**config.mk**
```make
export PLATFORM = sky130hd
export DESIGN_NAME = scm_stats_mask
export DESIGN_NICKNAME = d
export VERILOG_FILES = /design/src/rtl/scm_pkg.sv /design/src/rtl/scm_stats_mask.sv
export VERILOG_INCLUDE_DIRS = /design/src /design/src/rtl
export SDC_FILE = /design/constraint.sdc
export NUM_CORES = 1
export LEC_CHECK = 0
export BUFFER_PORTS_ARGS = -buffer_cell sky130_fd_sc_hd__buf_2
export CAP_MARGIN = 20
export CORE_UTILIZATION = 41
export DETAILED_ROUTE_END_ITERATION = 8
export PLACE_DENSITY = 0.73
export SYNTH_ARGS = -nofsm -noshare
export SYNTH_HDL_FRONTEND = slang
export SYNTH_SLANG_ARGS = --single-unit
export TNS_END_PERCENT = 1
```
**constraint.sdc**
```tcl
create_clock -name clk -period 1.8 [get_ports clk]
set_input_delay 0.18 -clock clk [delete_from_list [all_inputs] [get_ports clk]]
set_output_delay 0.18 -clock clk [all_outputs]
set_load 0.1 [all_outputs]
```
**src/rtl/scm_consts.svh**
```systemverilog
// Constants for the statistics counter inhibit block
`ifndef SCM_CONSTS_SVH
`define SCM_CONSTS_SVH
`define SCM_MASK_OFFSET    8'h9C
`define SCM_TCP_OFFSET     8'hA0
`define SCM_MASK_USED      24
`define SCM_MASK_RESET     24'h000000
`define SCM_TCP_RESET      16'h0000
`define SCM_TCP_NEAR_FULL  16'hC000
`define SCM_TCP_BIT        4
`define SCM_TCP_MAX        16'hFFFF
`define SCM_BIT_RX_GOOD    0
`define SCM_BIT_RX_MCAST   1
`define SCM_BIT_RX_BCAST   2
`define SCM_BIT_RX_OVER    3
`define SCM_BIT_IP         5
`define SCM_BIT_UDP        6
`define SCM_BIT_RX_CTL     7
`define SCM_BIT_RX_LONG    8
`define SCM_BIT_RX_LEN     9
`define SCM_BIT_RX_FCS     10
`define SCM_BIT_RX_DROP    11
`define SCM_BIT_TX_GOOD    12
`define SCM_BIT_TX_MCAST   13
`define SCM_BIT_TX_BCAST   14
`define SCM_BIT_TX_DEFER   15
`define SCM_BIT_LATE_COLL  16
`define SCM_BIT_MULTI_COLL 17
`define SCM_BIT_ONE_COLL   18
`define SCM_BIT_TX_OVER    19
`define SCM_BIT_CARRIER    20
`define SCM_BIT_TX_CTL     21
`define SCM_BIT_ABORT_COLL 22
`define SCM_BIT_EXC_DEFER  23
`endif

```
**src/rtl/scm_pkg.sv**
```systemverilog
// Types for the statistics counter inhibit block
package scm_pkg;
    typedef struct packed {
        logic [23:0] mask;
        logic [15:0] tcp_count;
        logic [23:0] inc_ok;
        logic        update_flag;
        logic [31:0] rdata;
    } scm_state_t;
endpackage

```
**src/rtl/scm_stats_mask.sv**
```systemverilog
// Statistics counter inhibit mask and TCP checksum failure counter
`timescale 1ns/1ps
`include "scm_consts.svh"
module scm_stats_mask
    import scm_pkg::*;
(
    // Clock and reset
    input  wire logic        clk,
    input  wire logic        srst,
    // Register access
    input  wire logic [7:0]  reg_addr,
    input  wire logic        reg_wr,
    input  wire logic        reg_rd,
    input  wire logic [31:0] reg_wdata,
    output logic      [31:0] reg_rdata,
    // Control and events
    input  wire logic        stats_global_enable,
    input  wire logic [23:0] count_event,
    input  wire logic        update_flag_clear,
    // Qualified increments and status
    output logic      [23:0] count_inc_ok,
    output logic      [15:0] tcp_sum_fail_count,
    output logic      [23:0] counter_inhibit_mask,
    output logic             update_stats_flag
);
    scm_state_t st;
    scm_state_t next_st;

    // ------------------------------------------------------------
    // Next state
    // ------------------------------------------------------------
    always_comb begin
        next_st = st;
        // Each event passes only when enabled and its own mask bit is clear
        next_st.inc_ok = count_event & ~st.mask & {24{stats_global_enable}};
        if (reg_wr && reg_addr == `SCM_MASK_OFFSET) begin
            next_st.mask = reg_wdata[23:0];
        end
        if (reg_wr && reg_addr == `SCM_TCP_OFFSET) begin
            next_st.tcp_count = reg_wdata[15:0];
        end else if (count_event[`SCM_TCP_BIT] && stats_global_enable && !st.mask[`SCM_TCP_BIT]) begin
            next_st.tcp_count = st.tcp_count + 16'h0001;
        end
        if (update_flag_clear) begin
            next_st.update_flag = 1'b0;
        end
        // Set wins over clear
        if (next_st.tcp_count == `SCM_TCP_NEAR_FULL && st.tcp_count != `SCM_TCP_NEAR_FULL) begin
            next_st.update_flag = 1'b1;
        end
        next_st.rdata = 32'h00000000;
        if (reg_rd) begin
            case (reg_addr)
                `SCM_MASK_OFFSET: next_st.rdata = {8'h00, st.mask};
                `SCM_TCP_OFFSET:  next_st.rdata = {16'h0000, st.tcp_count};
                default:          next_st.rdata = 32'h00000000;
            endcase
        end
    end

    // ------------------------------------------------------------
    // State register
    // ------------------------------------------------------------
    always_ff @(posedge clk) begin
        if (srst) begin
            st.mask        <= `SCM_MASK_RESET;
            st.tcp_count   <= `SCM_TCP_RESET;
            st.inc_ok      <= 24'h000000;
            st.update_flag <= 1'b0;
            st.rdata       <= 32'h00000000;
        end else begin
            st <= next_st;
        end
    end

    assign reg_rdata            = st.rdata;
    assign count_inc_ok         = st.inc_ok;
    assign tcp_sum_fail_count   = st.tcp_count;
    assign counter_inhibit_mask = st.mask;
    assign update_stats_flag    = st.update_flag;
endmodule // scm_stats_mask

```
==> qor.csv, run 1 <==
metric;value;unit
syn_inst;385;
gr-max-usage-layer;met2;
syn-cell-area;0.00348;mm2
clkLatencyLatePin;0.36;ns
total_power;4060;uW
dr.pass1.iters;5;
critical_path_class;in2reg;
die_width;94.1;um
worst-r2r-setup-slack;-0.07;ns
reg2regPathDepth;9;
initial_utilization;0.423;
diodes;0;
worst_r2r_startpoint;tcp_sum_fail_count[0];
r2r-end;tcp_sum_fail_count[7];
worst_pin_slew;0.604;ns
rsz0062_at_grt;true;
final_nets;652;
areaGrowthSynthToFinish;46.2;%
use_met2;0.416;
route.detailed.drc;0;
grt_pass1_wl;17200;um
drv_cap;0;
hp-class;in2reg;
die_h;94.1;um
via_count;3655;
status;finished, violations left;
dp_hpwl;8600;um
min_from;reg_wdata[19];
async_reset_ff_frac;0;
clk_pin_slew;0.09;ns
met3_usage;0.0364;
ir_drop;0.353;mV
slew_headroom;0.597;
worstPathArrival;2.15;ns
antenna_found_initial;0;
ys.flop_type;dfxtp_1;
use_met1;0.332;
avgSynthCellArea;9.03;um2
power_density;798;mW/mm2
p_leak;0.00239;uW
synth-warning-count;0;
wl_per_cell;16.5;um
gr-usage-all-layers;0.256;
clockBufferDepth;2;
gp_congestion;0.951;
drtIter0Drc;221;
rows;33;
fin_tns_setup;-0.142;ns
critPathSlowestCell;or4b_4;
worstPathRequired;2.08;ns
avgViaCountPerCell;5.30;
pre_cts_ws;-0.357;ns
crit_path_max_fanout;4;
cts-hold-fix-buffers;0;
grt_pass1_vias;3379;
cts_tree;yes;
synth_seq_area_share;0.512;
fp.coreArea;0.00822;mm2
portBuffers;150;
violations;setup timing;
setup_viol;2;
synth_seq_cells;89;
fin_skew;0.00726;ns
drive_gt1_frac;0.440;
pin_count;167;
crit_path_start_kind;input pin;
hold-path-endpoint;counter_inhibit_mask[19];
crit_path_end_kind;flop;
fin_ws;-0.0721;ns
max_freq;534;MHz
wirelength;11400;um
grt_overflow;0;
cts_htree_levels;3;
cts-root-buf;clkbuf_8;
cp_cell_sequence;buf_2 > or4b_4 > nor3_4 > nand4b_1 > a2111oi_4 > nand4_1 > o31ai_1;
ys_types;43;
clock_sinks;89;
synth_edf_count;0;
period_needed;1.87;ns
ant_nets;0;
cts_inserted_buffers;9;
grt_max_degree;24;
period_share;1.04;
dieArea;0.00886;mm2
slew_violations;0;
hold_path_depth;3;
max_stage_delay;0.56;ns
hold_viol_final;0;
[worst max-delay path by stage]
stage | from | end
finish | reg_addr[1] | update_stats_flag
global route | tcp_sum_fail_count[0] | update_stats_flag
CTS | tcp_sum_fail_count[0] | update_stats_flag
detailed placement | reg_addr[1] | update_stats_flag
global placement | reg_addr[4] | update_stats_flag
floorplan | tcp_sum_fail_count[6] | update_stats_flag
[cell usage in the layout, fill, tap and decap left out, types with 9 or more instances in the layout]
cell type / instances
a21oi_1: 25
a22oi_1: 16
and3_1: 9
buf_2: 150
buf_4: 52
clkbuf_8: 10
dfxtp_1: 74
dfxtp_4: 12
nand2_1: 60
nand4_1: 9
nor2_1: 40
nor3b_1: 24
[flip-flops by register name (all words and copies together) (netlist names)]
register / count
update_stats_flag: 1
count_inc_ok: 24
tcp_sum_fail_count: 16
reg_rdata: 24
counter_inhibit_mask: 24
[area by class of cell]
| type | instances | area [um2] |
|---|---|---|
| repair buffers | 206 | 1200 |
| inverters | 5 | 18.8 |
| well taps | 105 | 131 |
| multi-input cells | 269 | 1670 |
| fillers | 721 | 3130 |
| flip-flops and latches | 89 | 1830 |
| clock inverters | 3 | 43.8 |
| clock buffers | 12 | 188 |
[synthesized netlist by cell type, types with 2 or more instances]
cell      number  area (um2)
a211oi_1       7        52.6
a21oi_1       25         125
a22oi_1       16         120
a31oi_1        3        18.8
and2_2         2        15.0
and3_1         9        56.3
buf_4          8        60.1
clkbuf_1      19        71.3
dfxtp_1       89        1780
ha_1           2        25.0
inv_1          5        18.8
mux2i_1        5        50.1
nand2_1       60         225
nand2b_1       2        12.5
nand3_1        3        15.0
nand4_1        9        56.3
nand4b_1       4        35.0
nor2_1        42         158
nor2b_1        2        12.5
nor3_1         8        40.0
nor3b_1       24         180
nor4_1         5        31.3
nor4b_1        4        35.0
o21a_1         2        15.0
o31ai_1        2        15.0
xnor2_1        4        35.0
xor2_1         8        70.1
[metrics by stage]
step,area (um2),hold WS (ns),instances,util
6_report,5080,0.0548,689,0.619
3_3_place_gp,4700,0.423,667,0.573
3_5_place_dp,4700,0.428,667,0.573
5_1_grt,5080,0.0593,689,0.619
4_1_cts,5000,0.0489,687,0.608
2_1_floorplan,3590,0.304,392,-
[cell families after synthesis]
family / synth area share
and+or+nand+nor: 0.269
DFF: 0.512
AOI/OAI and AO/OA: 0.118
buffers and inverters: 0.0475
xor gates and xnor gates: 0.0302
muxes: 0.0144
adders and majority gates: 0.00719
other: 0.00108
[repair_timing]
item / 4_1_cts / 5_1_grt
setup buffers: 5 / 2
pin swaps: 7 / 10
setup endpoints to repair: 2 / 5
resized for setup: 5 / 12
[critical path, delay by kind of cell]
family	cells	cell delay [ns]
compound gates	2	0.63
buf+inv	1	0.12
simple gates	4	1.22
[power by group]
part	total, uW	switching, uW	internal [uW]
Clock	1540	701	841
Sequential	1990	12.0	1980
Combinational	524	386	137
Total	4060	1100	2960
[per-layer routing]
metal | part of all wire | vias to the layer above
met2 | 0.48 | 194
met1 | 0.41 | 1702
met3 | 0.075 | 38
met5 | 0 | -
li1 | - | 1721
met4 | 0.035 | 0
No activity file was read; power rests on OpenSTA's default activity.
==> inputs of run 2 (changes only) <==
--- a/config.mk
+++ b/config.mk
@@ -6,8 +6,9 @@
 export SDC_FILE = /design/constraint.sdc
 export NUM_CORES = 1
 export LEC_CHECK = 0
-export BUFFER_PORTS_ARGS = -buffer_cell sky130_fd_sc_hd__buf_2
+export BUFFER_PORTS_ARGS = -buffer_cell sky130_fd_sc_hd__buf_4
 export CAP_MARGIN = 20
+export CORE_MARGIN = 4
 export CORE_UTILIZATION = 41
 export DETAILED_ROUTE_END_ITERATION = 8
 export PLACE_DENSITY = 0.73
==> run 2 against run 1 <==
The flow now finishes without violations. Register-to-register slack gained 0.095 ns. First-iteration DRC count shrank 9.5%. Largest cell class unchanged. Cell area grew 4.8%. Critical path depth is the same. Sequential power is essentially flat. Final cell count shrank 0.87%. Routed wire length grew 4.0%. Die area grew 13%.
==> qor.csv, run 2 (synthesis results as in run 1) <==
metric;value;unit
pre_cts_ws;-0.276;ns
fin_tns_setup;0;ns
wl_per_cell;17.3;um
max_freq;563;MHz
wirelength;11800;um
diodes;0;
crit_path_start_kind;flop;
slew_headroom;0.613;
fin_area;0.00533;mm2
die_h;100;um
clkLatencyLatePin;0.35;ns
fp.coreArea;0.00822;mm2
clk_pin_slew;0.09;ns
grt_pass1_wl;18500;um
seqCellArea;0.00183;mm2
route.detailed.drc;0;
reg2regPathDepth;7;
fill_cells;708;
final_nets;645;
worstPathArrival;2.02;ns
fin_ws;0.0233;ns
worstPathRequired;2.04;ns
antenna_found_initial;0;
ant_nets;0;
period_share;0.987;
grt_max_degree;46;
crit_path_max_fanout;10;
dieArea;0.0100;mm2
grt_overflow;0;
placed_area;0.00503;mm2
portBuffers;150;
rsz0062_at_grt;true;
hold_viol_final;0;
initial_utilization;0.423;
worst_pin_slew;0.572;ns
worst_r2r_startpoint;counter_inhibit_mask[4];
hold-path-endpoint;counter_inhibit_mask[19];
gr-usage-all-layers;0.235;
min_from;reg_wdata[19];
setup_viol;0;
dp.cells;661;
slew_violations;0;
final_cells;683;
areaGrowthSynthToFinish;53.2;%
dr.pass1.iters;5;
period_needed;1.78;ns
cts_inserted_buffers;9;
via_count;3523;
avgViaCountPerCell;5.16;
multiInputGateArea;0.00163;mm2
worst-r2r-setup-slack;0.02;ns
final_cell_mix;buf_4, dfxtp_1, nand2_1, nor2_1, a21oi_1;
critical_path_class;reg2reg;
grt_pass1_vias;3467;
clockBufferDepth;2;
drv_cap;0;
crit_path_end_kind;flop;
clock_sinks;89;
p_leak;0.00236;uW
ir_drop;0.416;mV
hp-class;in2reg;
status;completed;
cts_tree;yes;
drive_gt1_frac;0.427;
gp_congestion;0.945;
cts_htree_levels;3;
die_width;100;um
fin_skew;0.00827;ns
pin_count;167;
r2r-end;update_stats_flag;
drtIter0Drc;200;
power_density;745;mW/mm2
rows;33;
dp_hpwl;8910;um
cts-root-buf;clkbuf_8;
hold_path_depth;3;
final_common_cell;buf_4;
-- run 2: cell types whose count changed in the layout (fill, tap and decap cells not counted), sizes merged --
cell      delta
buf          -7
inv          +3
clkinv       -2
clkbuf       -1
clkinvlp     +1
-- run 2: per-stage QoR --
| step | hold WS [ns] | util | total power, uW |
|---|---|---|---|
| floorplan | 0.304 | - | 2400 |
| global placement | 0.430 | 0.613 | 2580 |
| detailed placement | 0.431 | 0.613 | 2580 |
| CTS | 0.0643 | 0.643 | 3990 |
| global route | 0.0711 | 0.649 | 4110 |
| finish | 0.0750 | 0.649 | 3970 |
-- run 2: worst max path at each step --
stage	from	end	depth (start not counted)
detailed placement	reg_addr[4]	update_stats_flag	7
finish	counter_inhibit_mask[4]	update_stats_flag	7
CTS	tcp_sum_fail_count[4]	update_stats_flag	6
global route	counter_inhibit_mask[4]	update_stats_flag	7
floorplan	tcp_sum_fail_count[6]	update_stats_flag	7
global placement	reg_addr[4]	update_stats_flag	7
-- run 2: repair_timing --
item / CTS / global route
pin swaps: 5 / 6
buffers inserted: 3 / 3
hold buffers: 0 / 0
resized for setup: 5 / 4
endpoints found under the setup margin: 1 / 2
-- run 2: layout make-up --
cell class,instances,area share
clock buffer,11,0.0265
tap,105,0.0247
timing repair buffer,199,0.285
multi-input combinational,269,0.305
sequential,89,0.344
clock inverter,5,0.0115
inverter,5,0.00352
-- run 2: report_power, final --
part           switching (uW)  internal, uW  total [uW]  leakage (uW)
Sequential               13.1          1980        1990      0.000732
Combinational             379           181         560       0.00153
Clock                     726           692        1420      0.000101
-- run 2: worst max-delay path, stage by stage, from the launching register on --
cell	delay, ns
dfxtp_4	0.36
nand4b_1	0.16
buf_4	0.20
or4_1	0.51
a31oi_1	0.21
a211oi_1	0.06
nand4_1	0.10
o31ai_1	0.07
-- run 2: layer usage --
metal | share of wire | up-vias | wire length (um) | global-route usage
met5 | 0 | - | 0 | 0
met4 | 0.021 | 0 | 248 | 0.0767
met3 | 0.068 | 19 | 808 | 0.0278
met2 | 0.49 | 137 | 5770 | 0.385
met1 | 0.42 | 1660 | 4980 | 0.323
li1 | - | 1707 | - | -
